===== src/stf_pkg.sv =====
// Package of constants and types for the sensor teach and diagnostic state machine
// How it works
// - Teach mode: red on, yellow flashes at 1 Hz.
// - Actuator present 10 s in teach: yellow brief 3 Hz flashes ask power cycle.
// - No power cycle within 5 min: abort teach, five red pulses.
// - After power returns, taught code activates and stores once actuator seen again.
// - Single-teach pairs once only; multi-teach allows unlimited reteaching.
// - Teaching a new code invalidates the previous stored code.
// - After reteach, outputs inhibited ten minutes; green flashes until expiry and detection.
// - Power failure during inhibit restarts full 10 min inhibit.
// - Actuator leaving zone drops both safety outputs at once.
// - Green steady with supply, both inputs active, no actuator.
// - Input missing: green flashes 1 Hz, safety outputs off.
// - Limit area: yellow 1 Hz, diagnostic pulsed, safety outputs on.
// - Error: repeating red groups of 1 to 6 pulses by cause.
// - Steady red with yellow flashing while teaching; steady red on internal fault.
// - Internal error drops outputs; cleared by guard open then close after cause gone.
// - Warning: diagnostic low, safety outputs on, red flashes.
// - Warning clears by itself when cause goes.
// - Warning for 30 min switches safety outputs off, red keeps flashing.
// - Actuated, inputs and feedback good: yellow on, green off, diag and outputs high.
// - Awaiting feedback: outputs low, diag high; static waits closure, edge waits falling edge.
// - Actuated but input missing: green flashes, yellow on, diag high, outputs off.
// - Teach and inhibit hold diagnostic and safety outputs low.
package stf_pkg;
  localparam int CLK_HZ = 50_000_000;
  localparam int TICK_HZ = 30;
  localparam int TICK_DIV = CLK_HZ / TICK_HZ;
  localparam int TEACH_HOLD_S = 10;
  localparam int CYCLE_WAIT_MIN = 5;
  localparam int INHIBIT_MIN = 10;
  localparam int WARN_LIMIT_MIN = 30;
  localparam int SEC_PER_MIN = 60;
  localparam int TEACH_HOLD_TICKS = TEACH_HOLD_S * TICK_HZ;
  localparam int CYCLE_WAIT_TICKS = CYCLE_WAIT_MIN * SEC_PER_MIN * TICK_HZ;
  localparam int INHIBIT_TICKS = INHIBIT_MIN * SEC_PER_MIN * TICK_HZ;
  localparam int WARN_LIMIT_TICKS = WARN_LIMIT_MIN * SEC_PER_MIN * TICK_HZ;
  localparam int SLOW_HALF_TICKS = 15;
  localparam int FAST_PERIOD_TICKS = 10;
  localparam int FAST_HALF_TICKS = 5;
  localparam int BRIEF_ON_TICKS = 2;
  localparam int PULSE_TICKS = 6;
  localparam int GROUP_PAUSE_TICKS = 60;
  localparam logic [2:0] CODE_OUT1 = 3'h1;
  localparam logic [2:0] CODE_OUT2 = 3'h2;
  localparam logic [2:0] CODE_CROSS = 3'h3;
  localparam logic [2:0] CODE_TEMP = 3'h4;
  localparam logic [2:0] CODE_ACT = 3'h5;
  localparam logic [2:0] CODE_DISC = 3'h6;

  typedef enum logic [1:0] {
    STF_VAR_SINGLE,
    STF_VAR_MULTI
  } stf_teach_t;

  typedef struct packed {
    logic safetyInputOne;
    logic safetyInputTwo;
    logic actPresent;
    logic actLimit;
    logic actNewCode;
    logic feedback;
  } stf_sense_t;

  typedef struct packed {
    logic out1Fault;
    logic out2Fault;
    logic crossWire;
    logic overTemp;
    logic discrepancy;
    logic internal;
  } stf_fault_t;

  typedef struct packed {
    logic green;
    logic red;
    logic yellow;
  } stf_led_t;
endpackage


===== src/stf_flash_gen.sv =====
`timescale 1ns/1ps
// Prescaler and flash pattern generator
module stf_flash_gen (
  // Clock and reset
  input wire logic clk,
  input wire logic rst_b,
  // Pattern control
  input wire logic [2:0] groupCount,
  // Outputs
  output logic tick,
  output logic slowFlash,
  output logic fastFlash,
  output logic briefFlash,
  output logic groupFlash
);
  import stf_pkg::*;
  logic [25:0] divReg;
  logic [4:0] slowReg;
  logic [3:0] fastReg;
  logic [6:0] phaseReg;
  logic [2:0] pulseReg;
  logic slowReg2;
  logic inPause;
  logic pulseEnd;
  assign inPause = (pulseReg == 3'h0);
  assign pulseEnd = inPause ? (phaseReg == 7'(GROUP_PAUSE_TICKS - 1)) : (phaseReg == 7'(2 * PULSE_TICKS - 1));
  assign slowFlash = slowReg2;
  assign fastFlash = (fastReg < 4'(FAST_HALF_TICKS));
  assign briefFlash = (fastReg < 4'(BRIEF_ON_TICKS));
  assign groupFlash = !inPause && (phaseReg < 7'(PULSE_TICKS));

  // One shared prescaler keeps all blink phases coherent
  always_ff @(posedge clk or negedge rst_b) begin
    if (!rst_b) begin
      divReg <= '0;
      tick <= 1'b0;
    end else begin
      tick <= (divReg == 26'(TICK_DIV - 1));
      divReg <= (divReg == 26'(TICK_DIV - 1)) ? '0 : divReg + 26'h1;
    end
  end

  always_ff @(posedge clk or negedge rst_b) begin
    if (!rst_b) begin
      slowReg <= '0;
      slowReg2 <= 1'b0;
      fastReg <= '0;
      phaseReg <= '0;
      pulseReg <= '0;
    end else if (tick) begin
      slowReg <= (slowReg == 5'(SLOW_HALF_TICKS - 1)) ? '0 : slowReg + 5'h1;
      if (slowReg == 5'(SLOW_HALF_TICKS - 1)) slowReg2 <= !slowReg2;
      fastReg <= (fastReg == 4'(FAST_PERIOD_TICKS - 1)) ? '0 : fastReg + 4'h1;
      // Pause between groups lets the pulses be counted
      if (pulseEnd) begin
        phaseReg <= '0;
        pulseReg <= inPause ? groupCount : pulseReg - 3'h1;
      end else begin
        phaseReg <= phaseReg + 7'h1;
      end
    end
  end
endmodule // stf_flash_gen


===== src/stf_teach_diag.sv =====
`timescale 1ns/1ps
// Teach-in, inhibit and diagnostic state machine of the safety sensor
module stf_teach_diag #(
  parameter int TEACH_TICKS = stf_pkg::TEACH_HOLD_TICKS,
  parameter int CYCLE_TICKS = stf_pkg::CYCLE_WAIT_TICKS,
  parameter int INHIBIT_TICKS = stf_pkg::INHIBIT_TICKS,
  parameter int WARN_TICKS = stf_pkg::WARN_LIMIT_TICKS,
  parameter stf_pkg::stf_teach_t TEACH_VARIANT = stf_pkg::STF_VAR_MULTI,
  parameter bit EDGE_FEEDBACK = 1'b0
) (
  // Clock and power-on reset
  input wire logic clk,
  input wire logic rst_b,
  // Sensed inputs, asynchronous
  input wire stf_pkg::stf_sense_t senseIn,
  input wire stf_pkg::stf_fault_t faultIn,
  // Non-volatile store: code state survives power loss
  input wire logic nvTeachPending,
  input wire logic nvInhibitPending,
  input wire logic nvPaired,
  output logic nvTeachPendingNext,
  output logic nvInhibitPendingNext,
  output logic nvPairedNext,
  output logic codeCommit,
  output logic codeInvalidate,
  // Outputs
  output logic safetyOutputOne,
  output logic safetyOutputTwo,
  output logic diagOut,
  output stf_pkg::stf_led_t led
);
  import stf_pkg::*;

  typedef enum logic [2:0] {
    ST_BOOT, ST_RUN, ST_TEACH, ST_CYCLE_REQ, ST_TEACH_ABORT, ST_AWAIT_ACT, ST_INHIBIT, ST_ERROR
  } stf_state_t;

  stf_sense_t senseMeta, senseSync;
  stf_fault_t faultMeta, faultSync;
  stf_state_t state_reg, state_next;
  logic [23:0] timer_reg, timer_next;
  logic [23:0] warnTimer_reg;
  logic [2:0] errCode_reg, errCode_next;
  logic teachPend_reg, inhPend_reg, paired_reg;
  logic feedbackOk_reg, fbPrev_reg, guardOpened_reg;
  logic tick, slowFlash, fastFlash, briefFlash, groupFlash;
  logic inputsOk, present, warnActive, warnExpired, hardFault, fbFall, fbGood;
  logic safeOn, diagNext;
  stf_led_t ledNext;
  logic [2:0] groupCount;

  // Two-stage synchronisers; only the second stage is used
  always_ff @(posedge clk or negedge rst_b) begin
    if (!rst_b) begin
      senseMeta <= '0;
      senseSync <= '0;
      faultMeta <= '0;
      faultSync <= '0;
    end else begin
      senseMeta <= senseIn;
      senseSync <= senseMeta;
      faultMeta <= faultIn;
      faultSync <= faultMeta;
    end
  end

  function automatic logic [2:0] fault_code(input stf_fault_t f);
    if (f.out1Fault) return CODE_OUT1;
    if (f.out2Fault) return CODE_OUT2;
    if (f.crossWire) return CODE_CROSS;
    if (f.overTemp) return CODE_TEMP;
    if (f.discrepancy) return CODE_DISC;
    return 3'h0;
  endfunction

  assign inputsOk = senseSync.safetyInputOne && senseSync.safetyInputTwo;
  assign present = senseSync.actPresent;
  assign warnActive = faultSync.overTemp || faultSync.crossWire;
  assign warnExpired = (warnTimer_reg >= 24'(WARN_TICKS));
  assign hardFault = faultSync.internal || faultSync.out1Fault || faultSync.out2Fault || faultSync.discrepancy;
  assign fbFall = fbPrev_reg && !senseSync.feedback;
  // Static variant needs closure, edge variant a falling edge
  assign fbGood = EDGE_FEEDBACK ? fbFall : senseSync.feedback;
  assign groupCount = errCode_reg;

  stf_flash_gen u_flash (
    .clk(clk),
    .rst_b(rst_b),
    .groupCount(groupCount),
    .tick(tick),
    .slowFlash(slowFlash),
    .fastFlash(fastFlash),
    .briefFlash(briefFlash),
    .groupFlash(groupFlash)
  );

  always_comb begin
    state_next = state_reg;
    timer_next = tick ? timer_reg + 24'h1 : timer_reg;
    errCode_next = errCode_reg;
    nvTeachPendingNext = teachPend_reg;
    nvInhibitPendingNext = inhPend_reg;
    nvPairedNext = paired_reg;
    codeCommit = 1'b0;
    codeInvalidate = 1'b0;
    unique case (state_reg)
      ST_BOOT: begin
        timer_next = '0;
        // Inhibit restarts from zero after any power loss
        if (nvTeachPending) state_next = ST_AWAIT_ACT;
        else if (nvInhibitPending) state_next = ST_INHIBIT;
        else state_next = ST_RUN;
      end
      ST_RUN: begin
        timer_next = '0;
        if (hardFault || warnExpired) begin
          state_next = ST_ERROR;
          errCode_next = faultSync.internal ? 3'h0 : fault_code(faultSync);
        end else if (present && senseSync.actNewCode &&
                     (TEACH_VARIANT == STF_VAR_MULTI || !paired_reg)) begin
          state_next = ST_TEACH;
        end
      end
      ST_TEACH: begin
        if (!present || !senseSync.actNewCode) state_next = ST_RUN;
        else if (timer_reg >= 24'(TEACH_TICKS)) begin
          state_next = ST_CYCLE_REQ;
          timer_next = '0;
          nvTeachPendingNext = 1'b1;
        end
      end
      ST_CYCLE_REQ: begin
        if (timer_reg >= 24'(CYCLE_TICKS)) begin
          state_next = ST_TEACH_ABORT;
          nvTeachPendingNext = 1'b0;
          errCode_next = CODE_ACT;
        end
      end
      ST_TEACH_ABORT: begin
        // Held until actuator removed so the code is seen
        if (!present) state_next = ST_RUN;
      end
      ST_AWAIT_ACT: begin
        timer_next = '0;
        if (present && senseSync.actNewCode) begin
          state_next = ST_INHIBIT;
          codeCommit = 1'b1;
          codeInvalidate = 1'b1;
          nvTeachPendingNext = 1'b0;
          nvInhibitPendingNext = 1'b1;
          nvPairedNext = 1'b1;
        end
      end
      ST_INHIBIT: begin
        // Ends only after time and fresh detection
        if (timer_reg >= 24'(INHIBIT_TICKS) && present) begin
          state_next = ST_RUN;
          nvInhibitPendingNext = 1'b0;
        end
      end
      ST_ERROR: begin
        // Clear needs cause gone plus open and reclose
        if (!hardFault && !warnExpired && guardOpened_reg && present) state_next = ST_RUN;
      end
      default: state_next = ST_BOOT;
    endcase
  end

  // Output decode per state and sensed condition
  always_comb begin
    safeOn = 1'b0;
    diagNext = 1'b0;
    ledNext = '0;
    unique case (state_reg)
      ST_TEACH: begin
        ledNext.red = 1'b1;
        ledNext.yellow = slowFlash;
      end
      ST_CYCLE_REQ: begin
        ledNext.red = 1'b1;
        ledNext.yellow = briefFlash;
      end
      ST_TEACH_ABORT: ledNext.red = groupFlash;
      ST_AWAIT_ACT, ST_INHIBIT: ledNext.green = slowFlash;
      ST_ERROR: begin
        // Internal error entered with no warning active keeps steady red until cleared, not only while its cause stands
        ledNext.red = (faultSync.internal || errCode_reg == 3'h0) ? 1'b1 : groupFlash;
      end
      ST_RUN: begin
        if (!present) begin
          ledNext.green = inputsOk ? 1'b1 : slowFlash;
        end else if (!inputsOk) begin
          ledNext.green = slowFlash;
          ledNext.yellow = 1'b1;
          diagNext = 1'b1;
        end else if (!feedbackOk_reg) begin
          ledNext.green = 1'b1;
          ledNext.yellow = senseSync.actLimit ? (slowFlash ^ fastFlash) : slowFlash;
          diagNext = senseSync.actLimit ? slowFlash : 1'b1;
        end else begin
          safeOn = 1'b1;
          ledNext.yellow = senseSync.actLimit ? slowFlash : 1'b1;
          diagNext = senseSync.actLimit ? slowFlash : 1'b1;
          if (warnActive) begin
            diagNext = 1'b0;
            ledNext.yellow = 1'b0;
            ledNext.red = groupFlash;
          end
        end
      end
      default: ledNext = '0;
    endcase
  end

  always_ff @(posedge clk or negedge rst_b) begin
    if (!rst_b) begin
      state_reg <= ST_BOOT;
      timer_reg <= '0;
      errCode_reg <= '0;
      teachPend_reg <= 1'b0;
      inhPend_reg <= 1'b0;
      paired_reg <= 1'b0;
    end else begin
      state_reg <= state_next;
      timer_reg <= timer_next;
      errCode_reg <= (state_reg == ST_RUN && warnActive) ? fault_code(faultSync) : errCode_next;
      teachPend_reg <= (state_reg == ST_BOOT) ? nvTeachPending : nvTeachPendingNext;
      inhPend_reg <= (state_reg == ST_BOOT) ? nvInhibitPending : nvInhibitPendingNext;
      paired_reg <= (state_reg == ST_BOOT) ? nvPaired : nvPairedNext;
    end
  end

  // Feedback latch, guard-open memory and warning timer
  always_ff @(posedge clk or negedge rst_b) begin
    if (!rst_b) begin
      feedbackOk_reg <= 1'b0;
      fbPrev_reg <= 1'b0;
      guardOpened_reg <= 1'b0;
      warnTimer_reg <= '0;
    end else begin
      fbPrev_reg <= senseSync.feedback;
      if (!present || !inputsOk || state_reg != ST_RUN) feedbackOk_reg <= 1'b0;
      else if (fbGood) feedbackOk_reg <= 1'b1;
      guardOpened_reg <= (state_reg == ST_ERROR) && (guardOpened_reg || !present);
      if (!warnActive) warnTimer_reg <= '0;
      else if (tick && !warnExpired) warnTimer_reg <= warnTimer_reg + 24'h1;
    end
  end

  always_ff @(posedge clk or negedge rst_b) begin
    if (!rst_b) begin
      safetyOutputOne <= 1'b0;
      safetyOutputTwo <= 1'b0;
      diagOut <= 1'b0;
      led <= '0;
    end else begin
      safetyOutputOne <= safeOn;
      safetyOutputTwo <= safeOn;
      diagOut <= diagNext;
      led <= ledNext;
    end
  end
endmodule // stf_teach_diag


===== config.mk =====
export PLATFORM = sky130hd
export DESIGN_NAME = stf_teach_diag
export DESIGN_NICKNAME = d
export VERILOG_FILES = /design/src/stf_pkg.sv /design/src/stf_flash_gen.sv /design/src/stf_teach_diag.sv
export SDC_FILE = /design/constraint.sdc
export NUM_CORES = 1
export LEC_CHECK = 0
export ABC_AREA = 0
export BUFFER_PORTS_ARGS = -buffer_cell sky130_fd_sc_hd__buf_2
export CAP_MARGIN = 40
export CORE_UTILIZATION = 56
export DETAILED_ROUTE_END_ITERATION = 8
export PLACE_DENSITY = 0.84
export SETUP_SLACK_MARGIN = 0.1
export SYNTH_ARGS = -nofsm -noshare
export SYNTH_HDL_FRONTEND = slang
export SYNTH_SLANG_ARGS = --single-unit

===== constraint.sdc =====
create_clock -name clk -period 2.1 [get_ports clk]
set_input_delay 0.42 -clock clk [delete_from_list [all_inputs] [get_ports clk]]
set_output_delay 0.42 -clock clk [all_outputs]
set_load 0.05 [all_outputs]

# Word-level counts from Yosys, hierarchy flattened
# Index checks and enable logic that the tools add are counted.
[word_totals] reg_bits=135 in_bits=17 out_inout_bits=11 elab_cells=249
[op_classes] n_addsub=7 n_lt_le_gt_ge=7 n_eq_ne=23 mux=127 n_bitwise=1 n_reduce_logical=39
[op_table] operator="$mux W24" count=5
[op_table] operator="$mux W3" count=37
[op_table] operator="$mux W1" count=71
[op_table] operator="$add A24 B1 Y24 const B" count=2
[op_table] operator="$pmux W24 S2" count=1
[op_table] operator="$add A26 B1 Y26 const B" count=1
[op_table] operator="$eq A26 B21 Y1 const B" count=1
[op_table] operator="$mux W26" count=1
[op_table] operator="$ge A24 B14 Y1 const B" count=1
[op_table] operator="$ge A24 B15 Y1 const B" count=1
[op_table] operator="$ge A24 B16 Y1 const B" count=1
[op_table] operator="$ge A24 B9 Y1 const B" count=1
[op_table] operator="$pmux W3 S8" count=1
[op_table] operator="$eq A3 B3 Y1 const B" count=4
[op_table] operator="$ne A3 B3 Y1 const B" count=4
[op_table] operator="$logic_and A1 B1 Y1" count=10
[op_table] operator="$logic_or A1 B1 Y1" count=10
[op_table] operator="$ne A2 B2 Y1 const B" count=5
[op_table] operator="$logic_not A3 Y1" count=3
[op_table] operator="$add A7 B1 Y7 const B" count=1
[op_table] operator="$eq A7 B4 Y1 const B" count=1
[op_table] operator="$eq A7 B6 Y1 const B" count=1
[op_table] operator="$logic_not A1 Y1" count=7
[op_table] operator="$lt A7 B3 Y1 const B" count=1
[op_table] operator="other kinds (27)" count=33

# Logic depth before layout (Yosys ltp)
# Gate-level depths: netlist of run 1.
[depth] word_depth=33 depth_mapped=7 mapped_depth_nobuf=7

# Modules after synthesis
# A second synthesis of run 1 with hierarchy kept.
[unflattened] hier_cells=636 hier_area_um2=6500.0
[by_module_without_submodules] mod="stf_teach_diag" instances=1 cells_each=392 area_each_um2=4081.4 seq_area_each_um2=2202.1
[by_module_without_submodules] mod="stf_flash_gen" instances=1 cells_each=244 area_each_um2=2418.6 seq_area_each_um2=1176.1

# Least setup slack after synthesis of run 1
# No wires, ideal clock.
[synth_timing] path_kind="reg2out" from="reg timer_reg[8]" to="out nvTeachPendingNext" arrival_time_ps=1939 t_required_ps=1680 path_slack_ps=-259 stages_incl_launch_ff=7 n_path_buf=1 path_cell_list="dfrtp_1 clkbuf_1 a2111oi_0 a311oi_1 o21ai_0 a31oi_1 nor2_1"
[synth_between] elab_chain_cells=4 elab_cells_between_ends=6 cone_classes="order compare: 2; mux: 4"
[synth_rtl] element="from (decl)" line_no="stf_teach_diag.sv:41" source="logic [23:0] timer_reg, timer_next;"
[synth_rtl] element="from (signal assigned)" line_no="stf_teach_diag.sv:225" source="timer_reg <= timer_next;"
[synth_rtl] element="$ge A24 B9 Y1" line_no="stf_teach_diag.sv:126" source="else if (timer_reg >= 24'(TEACH_TICKS)) begin"
[synth_rtl] element="$mux W1" line_no="stf_teach_diag.sv:126"
[synth_rtl] element="$mux W1" line_no="stf_teach_diag.sv:125" source="if (!present || !senseSync.actNewCode) state_next = ST_RUN;"
[synth_rtl] element="$pmux W1 S3 *" line_no="stf_teach_diag.sv:106" source="unique case (state_reg)"
[synth_rtl] element="to (decl)" line_no="stf_teach_diag.sv:21" source="output logic nvTeachPendingNext,"
# Mark *: on every way between the ends. The rest lies on a longest branch, timed or not.

# Worst setup path after layout of run 1
[layout_timing] from="reg timer_reg[20]" to="out nvTeachPendingNext"
# The elaborated chain is that of the path after synthesis.

==> results of run 1 <==
-- layout make-up --
class                           count  area (sq um)  area share, %
Multi-Input combinational cell    487          3603          40.64
Tap cell                          143         178.9          2.018
Timing Repair Buffer              129          1028          11.60
Clock inverter                      9         92.59          1.044
Clock buffer                       22         484.2          5.461
Inverter                           25         96.34          1.087
Sequential cell                   135          3382          38.15
-- synth_stat cells, types with 4 or more instances --
master                     count
sky130_fd_sc_hd__ha_1         11
sky130_fd_sc_hd__a21oi_1      16
sky130_fd_sc_hd__xor2_1       23
sky130_fd_sc_hd__clkbuf_1     16
sky130_fd_sc_hd__xnor2_1      43
sky130_fd_sc_hd__dfrtp_1     135
sky130_fd_sc_hd__or2_2         4
sky130_fd_sc_hd__and2_1       10
sky130_fd_sc_hd__inv_1        23
sky130_fd_sc_hd__nand2b_1      7
sky130_fd_sc_hd__and4_1        8
sky130_fd_sc_hd__nor2b_1       7
sky130_fd_sc_hd__nand3_1      31
sky130_fd_sc_hd__nor4_1       16
sky130_fd_sc_hd__a21o_1        5
sky130_fd_sc_hd__a31oi_1      11
sky130_fd_sc_hd__and3_1       13
sky130_fd_sc_hd__o31ai_1       8
sky130_fd_sc_hd__mux2_2        7
sky130_fd_sc_hd__nand4_1      17
sky130_fd_sc_hd__o21ai_0      22
sky130_fd_sc_hd__nor2_1       82
sky130_fd_sc_hd__nor3_1       27
sky130_fd_sc_hd__nand2_1      53
sky130_fd_sc_hd__or4_1         5
-- stage by stage --
stage | hold slack, ns | total power, mW | setup TNS, ns | instance area, sq um
global placement | 0.3326 | 4.181 | -0.4623 | 7406
detailed placement | 0.3370 | 4.226 | -1.241 | 7406
floorplan | 0.1244 | 3.763 | -1.277 | 6656
global route | 0.02387 | 7.713 | -7.659 | 8866
finish | -0.005663 | 7.511 | -5.375 | 8866
CTS | 0.005017 | 7.263 | -1.737 | 8464
-- cells by family after synthesis --
logic type      count (synthesis)
simple gates                  304
buf+inv                        46
mux                             9
fa+ha+maj                      11
compound gates                 96
flops                         135
xor+xnor                       66
-- worst register-to-register path: stages (launching register included) --
cell                      delay [ns]
sky130_fd_sc_hd__dfrtp_1        0.40
sky130_fd_sc_hd__or4_4          0.58
sky130_fd_sc_hd__buf_6          0.14
sky130_fd_sc_hd__or4_4          0.57
sky130_fd_sc_hd__o41ai_1        0.47
sky130_fd_sc_hd__a21oi_1        0.12
-- routing by layer --
layer | part of all wire, % | wire length, um | up-vias | global-route usage (%)
met4 | 5.5 | 1099 | 0 | 13.24
met3 | 9.0 | 1801 | 146 | 8.311
met2 | 48 | 9638 | 439 | 49.28
li1 | - | - | 2627 | -
met1 | 37 | 7465 | 2966 | 36.20
met5 | 0 | 0 | - | 0
-- power by group through the flow --
stage               Sequential (mW)  Clock, mW  Combinational [mW]
floorplan                      2.91          0               0.852
global placement               2.89          0                1.30
detailed placement             2.89          0                1.33
CTS                            2.86       2.90                1.51
global route                   2.89       3.02                1.81
finish                         2.88       2.89                1.74
-- worst paths after layout --
path | startpoint | end | slack, ns | cells past startpoint
setup / recovery | timer_reg[20] | nvTeachPendingNext | -0.50 | 6
hold / removal | rst_b | timer_reg[6] | -0.006 | 1
setup reg to reg | warnTimer_reg[16] | warnTimer_reg[12] | -0.31 | 5
hold reg to reg | faultMeta[1] | faultSync[1] | 0.35 | 0
max in group asynchronous | rst_b | faultMeta[3] | 1.42 | 2
min in group clk | senseIn[5] | senseMeta[5] | 0.10 | 1
-- timing repair --
action,CTS,global route
resized for setup,68,59
hold buffers,0,0
endpoints found under the hold margin,0,0
endpoints found under the setup margin,27,66
cloned,1,0
pin swaps,33,32
setup buffers,19,19
==> results_tabular.tex, run 1 <==
\begin{tabular}{lr}
\hline
Metric & Value \\
\hline
\multicolumn{2}{l}{\textbf{Status}} \\
Outcome & finished with violations \\
Failing checks & hold timing, setup timing \\
\multicolumn{2}{l}{\textbf{Die}} \\
Starting Density & a little under 60\% \\
Height of the die & roughly 110 um \\
Core box area & around 11,000 sq um \\
Die Footprint & $\sim$12,000 sq um \\
Rows & 39 \\
Die extent in x & 110.9 um \\
Ports & 28 \\
\multicolumn{2}{l}{\textbf{Synthesis}} \\
Dominant combinational cell family by area after synthesis & simple AND/OR/NAND/NOR gates \\
Sequential-to-total area share from yosys stat & between 50 and 60\% \\
Fraction of the mapped netlist area in compound gates & a little under 10\% \\
Ranking of synthesized cells by area & sky130\_fd\_sc\_hd\_\_dfrtp\_1 (51\%), sky130\_fd\_sc\_hd\_\_xnor2\_1 (5.7\%), sky130\_fd\_sc\_hd\_\_nor2\_1 (4.6\%) \\
Instance count of the mapped netlist & roughly 670 \\
Share of flip-flops with an asynchronous set or reset & 100.0\% \\
Area share of and/or/nand/nor cells after synthesis & roughly a quarter \\
Arithmetic-cell share of the synthesized area counting full adders, half adders and majority gates & a little over 2\% \\
Area leader, netlist & sky130\_fd\_sc\_hd\_\_dfrtp\_1 \\
Synthesized area & 6635 sq um \\
Dominant synthesized flop cell & sky130\_fd\_sc\_hd\_\_dfrtp\_1 \\
Portion of synthesized cell area occupied by the leading cell type & 50.91\% \\
Yosys Warn Count & 0 \\
Syn avg cell area & 9.948 sq um \\
Yosys cell types & between 60 and 70 \\
Xor and xnor area share after synthesis & 8.712\% \\
Yosys reg bits & 135 \\
Number of enable-type register cells in the synthesized netlist & 0 \\
Multiplexer fraction of the synthesized cell area & 1.490\% \\
Post-Syn Nets & $\sim$700 \\
\multicolumn{2}{l}{\textbf{Power and ir drop}} \\
Standby leakage power & about 3.9 nW \\
Portion of total power attributed to combinational logic & roughly 23\% \\
Internal power of the cells & between 5 and 6 mW \\
Clock network fraction of design power & 38.5\% \\
Net Sw Frac & 31.00\% \\
Power per cell area & $\sim$850 nW/um\^{}2 \\
Peak supply drop & 0.8732 mV \\
Part of the power in registers & a little under two fifths \\
Total net switching power & around 2.3 mW \\
\multicolumn{2}{l}{\textbf{CTS}} \\
Number of levels the H-tree was split into & 4 \\
Number of buffers added by the clock tree synthesis step & 17 \\
CTS root buf & sky130\_fd\_sc\_hd\_\_clkbuf\_16 \\
Worst-Skew Late Latency & 0.43 ns \\
Deepest clock path buffer count & 2 \\
Clock-pin slew on the worst setup and hold paths & 0.06 ns \\
TritonCTS clock tree & built \\
TritonCTS sink count & approximately 140 \\
\multicolumn{2}{l}{\textbf{Global routing}} \\
Global-route wire length before repair & 29,020 um \\
Maximum number of pins on one net before global-route repair & 42 \\
Global-route congestion overflow total & 0 \\
Number of global-route vias before repair & about 6,000 \\
GRT Overall Usage & roughly 30\% \\
Initial antenna violation count & 0 \\
\multicolumn{2}{l}{\textbf{STA}} \\
Max Transition Viols Final & 0 \\
Max transition margin & about three fifths \\
Max Clk Rate & between 300 and 400 MHz \\
Worst Tran Pin Value & about 0.63 ns \\
Total of endpoints with negative setup slack in the final report & 25 \\
Final critical-path setup slack & -0.5000 ns \\
Hold violation total from the final report & 8 \\
Worst hold slack & -0.005663 ns \\
Unrepaired setup endpoints after global routing & yes \\
Share of the clock period used by the worst path after layout & 123.8\% \\
Final Skew & $\sim$0.0077 ns \\
Final critical-path required period & between 2 and 3 ns \\
\multicolumn{2}{l}{\textbf{Worst setup path}} \\
Largest delay share family, worst path & simple AND/OR/NAND/NOR gates \\
Critical path's largest stage delay & between 0.4 and 0.5 ns \\
Buf/Inv on CP & 1 \\
Slowest cell on the critical path & sky130\_fd\_sc\_hd\_\_dfrtp\_1 \\
Arrival time reported for the critical path endpoint & 2.18 ns \\
Startpoint-to-endpoint class of the critical path & flop to output pin \\
Nature of the critical path endpoint & output pin \\
Required time of the critical path & 1.68 ns \\
Maximum fanout along the worst path & 3 \\
Kind of start point of the critical path & flop \\
Cell-by-cell listing of the critical path & nor4\_4 -> nand4b\_1 -> or2\_4 -> a31oi\_4 -> nor2\_2 -> buf\_6 \\
\multicolumn{2}{l}{\textbf{Detailed routing}} \\
Number of vias in the routed layout & between 6,000 and 7,000 \\
Iteration-0 DRC Markers & 730 \\
Drt via density & roughly 6.5 \\
DR WL/cell & roughly 21 um \\
Number of detailed-routing iterations run before antenna repair & 6 \\
Number of design rule violations left after detail routing & 0 \\
Total routed wirelength & about 20,000 um \\
Antenna Violating Nets Remaining & 0 \\
\multicolumn{2}{l}{\textbf{Flow run}} \\
Maxcap violations & 0 \\
\multicolumn{2}{l}{\textbf{Placement}} \\
Post-Place Cells & around 880 \\
Global placer's final weighted congestion & 0.8931 \\
Place WS & -0.1347 ns \\
Number of buffer cells added on primary ports & 27 \\
Final HPWL from detailed placement & roughly 10,000 um \\
\multicolumn{2}{l}{\textbf{Final layout}} \\
Total Nets Final & 823 \\
Synthesis-to-layout area growth & 33.62\% \\
Antenna diode instance count & 0 \\
Number of flip-flops in the largest register & 26 \\
Final standard cell count with taps included and fillers excluded & 950 \\
Layout cell share with drive strength beyond 1 & a little under a third \\
Filler Cell Count & $\sim$600 \\
Fraction of the core area covered by cells at the end of the flow & $\sim$77\% \\
Highest-count cells in the layout ignoring fill and taps & sky130\_fd\_sc\_hd\_\_dfrtp\_1 (132), sky130\_fd\_sc\_hd\_\_buf\_4 (85), sky130\_fd\_sc\_hd\_\_nor2\_1 (74), sky130\_fd\_sc\_hd\_\_nand2\_1 (53), sky130\_fd\_sc\_hd\_\_xnor2\_1 (41) \\
Most common library cell in the layout ignoring fill and taps & sky130\_fd\_sc\_hd\_\_dfrtp\_1 \\
\multicolumn{2}{l}{\textbf{Worst hold path}} \\
Tightest Hold Check Type & primary input to asynchronous set/reset pin \\
\hline
\end{tabular}
(Power assumes the default switching activity.)
==> run 2, diff against run 1 <==
==> constraint.sdc (replaced) <==
create_clock -name clk -period 2.1 [get_ports clk]
set_input_delay 0.21 -clock clk [delete_from_list [all_inputs] [get_ports clk]]
set_output_delay 0.21 -clock clk [all_outputs]
set_load 0.05 [all_outputs]
==> results_tabular.tex, run 2 (same netlist as run 1, synthesis figures left out) <==
\begin{tabular}{lr}
\hline
Metric & Value \\
\hline
\multicolumn{2}{l}{\textbf{Detailed routing}} \\
Total routed wirelength & 18,730 um (-6.4\%) \\
Iteration-0 DRC Markers & 662 (-9.3\%) \\
Antenna Violating Nets Remaining & 0 (unchanged) \\
Number of design rule violations left after detail routing & 0 (unchanged) \\
Number of detailed-routing iterations run before antenna repair & 5 (-1) \\
DR WL/cell & 19.60 um (-6.9\%) \\
Drt via density & 6.316 (-2.9\%) \\
Number of vias in the routed layout & 6,038 (-2.3\%) \\
\multicolumn{2}{l}{\textbf{Die}} \\
Rows & 39 (unchanged) \\
Die extent in x & 110.9 um (unchanged) \\
Core box area & 11,470 sq um (unchanged) \\
Height of the die & 110.9 um (unchanged) \\
Ports & 28 (unchanged) \\
Starting Density & 57.86\% (unchanged) \\
Die Footprint & 12,290 sq um (unchanged) \\
\multicolumn{2}{l}{\textbf{Placement}} \\
Final HPWL from detailed placement & 10,200 um (-0.72\%) \\
Place WS & -0.1386 ns (-0.003859 ns) \\
Number of buffer cells added on primary ports & 27 (unchanged) \\
Global placer's final weighted congestion & 0.8834 (-1.1\%) \\
\multicolumn{2}{l}{\textbf{STA}} \\
Final critical-path setup slack & -0.2646 ns (+0.2354 ns) \\
Max Transition Viols Final & 0 (unchanged) \\
Unrepaired setup endpoints after global routing & yes \\
Final Skew & 0.009807 ns (+0.002070 ns) \\
Max transition margin & 60.82\% (+2.6 points) \\
Max Clk Rate & 422.9 MHz (+10\%) \\
Total of endpoints with negative setup slack in the final report & 23 (-8.0\%) \\
Hold violation total from the final report & 0 (-8) \\
Final critical-path required period & 2.365 ns (-0.2354 ns) \\
Worst Tran Pin Value & 0.5861 ns (-0.04130 ns) \\
Share of the clock period used by the worst path after layout & 112.6\% (-11 points) \\
\multicolumn{2}{l}{\textbf{Worst setup path}} \\
Number of cells on the worst reg-to-reg path & 5 (unchanged) \\
Maximum fanout along the worst path & 5 (+2) \\
Arrival time reported for the critical path endpoint & 2.72 ns (+0.54 ns) \\
Crit path launch & warnTimer\_reg[18] \\
Startpoint-to-endpoint class of the critical path & flop to flop \\
Worst reg2reg endpoint & warnTimer\_reg[12] \\
Endpoint of the worst setup timing path & warnTimer\_reg[12] \\
Kind of start point of the critical path & flop \\
Nature of the critical path endpoint & flop \\
Worst reg2reg setup slack & -0.26 ns (+0.05 ns) \\
Required time of the critical path & 2.45 ns (+0.77 ns) \\
Beginning of the worst register-to-register path & warnTimer\_reg[18] \\
\multicolumn{2}{l}{\textbf{Status}} \\
Failing checks & setup timing \\
Outcome & finished with violations \\
\multicolumn{2}{l}{\textbf{Power and ir drop}} \\
Standby leakage power & 3.891 nW (+0.65\%) \\
Peak supply drop & 1.088 mV (+25\%) \\
Total power draw & 7.826 mW (+4.2\%) \\
Power per cell area & 878.3 nW/um\^{}2 (+3.7\%) \\
\multicolumn{2}{l}{\textbf{Final layout}} \\
Fraction of the core area covered by cells at the end of the flow & 77.71\% (+0.39 points) \\
Number of flip-flops in the largest register & 26 (unchanged) \\
Antenna diode instance count & 0 (unchanged) \\
Most common library cell in the layout ignoring fill and taps & sky130\_fd\_sc\_hd\_\_dfrtp\_1 \\
Total Nets Final & 829 (+0.73\%) \\
Filler Cell Count & 635 (+6.4\%) \\
Synthesis-to-layout area growth & 34.30\% \\
Layout cell share with drive strength beyond 1 & 28.54\% (-2.2 points) \\
Highest-count cells in the layout ignoring fill and taps & sky130\_fd\_sc\_hd\_\_dfrtp\_1 (132), sky130\_fd\_sc\_hd\_\_buf\_4 (79), sky130\_fd\_sc\_hd\_\_nor2\_1 (78), sky130\_fd\_sc\_hd\_\_nand2\_1 (53), sky130\_fd\_sc\_hd\_\_xnor2\_1 (41) \\
\multicolumn{2}{l}{\textbf{Global routing}} \\
Global-route congestion overflow total & 0 (unchanged) \\
Initial antenna violation count & 0 (unchanged) \\
Maximum number of pins on one net before global-route repair & 48 (+14\%) \\
Global-route wire length before repair & 28,030 um (-3.4\%) \\
GRT Overall Usage & 28.68\% (-1.0 points) \\
Number of global-route vias before repair & 5,848 (-2.6\%) \\
\multicolumn{2}{l}{\textbf{CTS}} \\
Deepest clock path buffer count & 2 (unchanged) \\
Number of buffers added by the clock tree synthesis step & 17 (unchanged) \\
Worst-Skew Late Latency & 0.43 ns (about the same) \\
Number of levels the H-tree was split into & 4 (unchanged) \\
TritonCTS clock tree & built \\
CTS root buf & sky130\_fd\_sc\_hd\_\_clkbuf\_16 \\
Clock-pin slew on the worst setup and hold paths & 0.06 ns (about the same) \\
TritonCTS sink count & 135 (unchanged) \\
\multicolumn{2}{l}{\textbf{Worst hold path}} \\
HP Start & nvPaired \\
Tightest Hold Check Type & primary input to flop \\
\multicolumn{2}{l}{\textbf{Flow run}} \\
Maxcap violations & 0 (unchanged) \\
\hline
\end{tabular}
==> run 2: cell types whose count changed in the layout (fill, tap and decap cells not counted), moves of 3 or more <==
| cell | before | now |
|---|---|---|
| sky130_fd_sc_hd__a31oi_1 | 6 | 9 |
| sky130_fd_sc_hd__buf_2 | 21 | 24 |
| sky130_fd_sc_hd__buf_4 | 85 | 79 |
| sky130_fd_sc_hd__buf_6 | 16 | 12 |
| sky130_fd_sc_hd__dlygate4sd3_1 | 0 | 13 |
| sky130_fd_sc_hd__nor2_1 | 74 | 78 |
| sky130_fd_sc_hd__nor2_2 | 7 | 2 |
==> run 2: stage by stage <==
step                hold slack, ns  TNS, ns  cell area (sq um)  std cells
detailed placement          0.1273  -0.9977               7336        875
floorplan                 -0.08559   -1.222               6655        667
CTS                        0.02822   -1.422               8521        936
global route               0.04542   -3.666               8911        956
finish                     0.02694   -2.506               8911        956
global placement            0.1236  -0.4899               7336        875
==> run 2: worst min path at each step <==
stage | endpoint | depth (start not counted)
2_1_floorplan | diagOut | 0
3_3_place_gp | u_flash.divReg[11] | 1
3_5_place_dp | u_flash.divReg[11] | 1
4_1_cts | paired_reg | 2
5_1_grt | paired_reg | 2
6_report | paired_reg | 2
==> run 2: what timing repair did <==
action                     in CTS  in global routing
hold buffers                   13                  0
setup endpoints to repair      26                 68
setup buffers                  16                 17
pin swaps                      23                 18
hold endpoints to repair       46                  0
resized for setup              59                 57
cloned                          1                  4
==> run 2: where the power goes <==
group          internal, mW  switching, mW
Clock                  1.96           1.15
Sequential             2.74          0.105
Combinational         0.817           1.06
==> run 2: final cells by class <==
class | instances | area [sq um] | share of cell area [%]
inverter | 25 | 93.84 | 1.053
clock inverter | 10 | 145.1 | 1.629
multi-input combinational | 487 | 3537 | 39.69
clock buffer | 21 | 470.5 | 5.279
tap | 143 | 178.9 | 2.008
timing repair buffer | 135 | 1104 | 12.38
sequential | 135 | 3382 | 37.95
==> run 2: worst max-delay path, stage by stage, from the launching register on <==
cell,delay (ns)
sky130_fd_sc_hd__dfrtp_1,0.39
sky130_fd_sc_hd__or4_4,0.57
sky130_fd_sc_hd__or4_4,0.60
sky130_fd_sc_hd__nor3_4,0.19
sky130_fd_sc_hd__or3b_1,0.41
sky130_fd_sc_hd__a21oi_2,0.13
==> run 2: metal layers <==
layer  track usage (%)  vias to the layer above  wire length (um)
met2             49.03                      324              9365
met5                 0                        -                 0
met1             34.82                     2998              7343
met3             7.053                       73              1468
li1                  -                     2643                 -
met4             11.47                        0               556
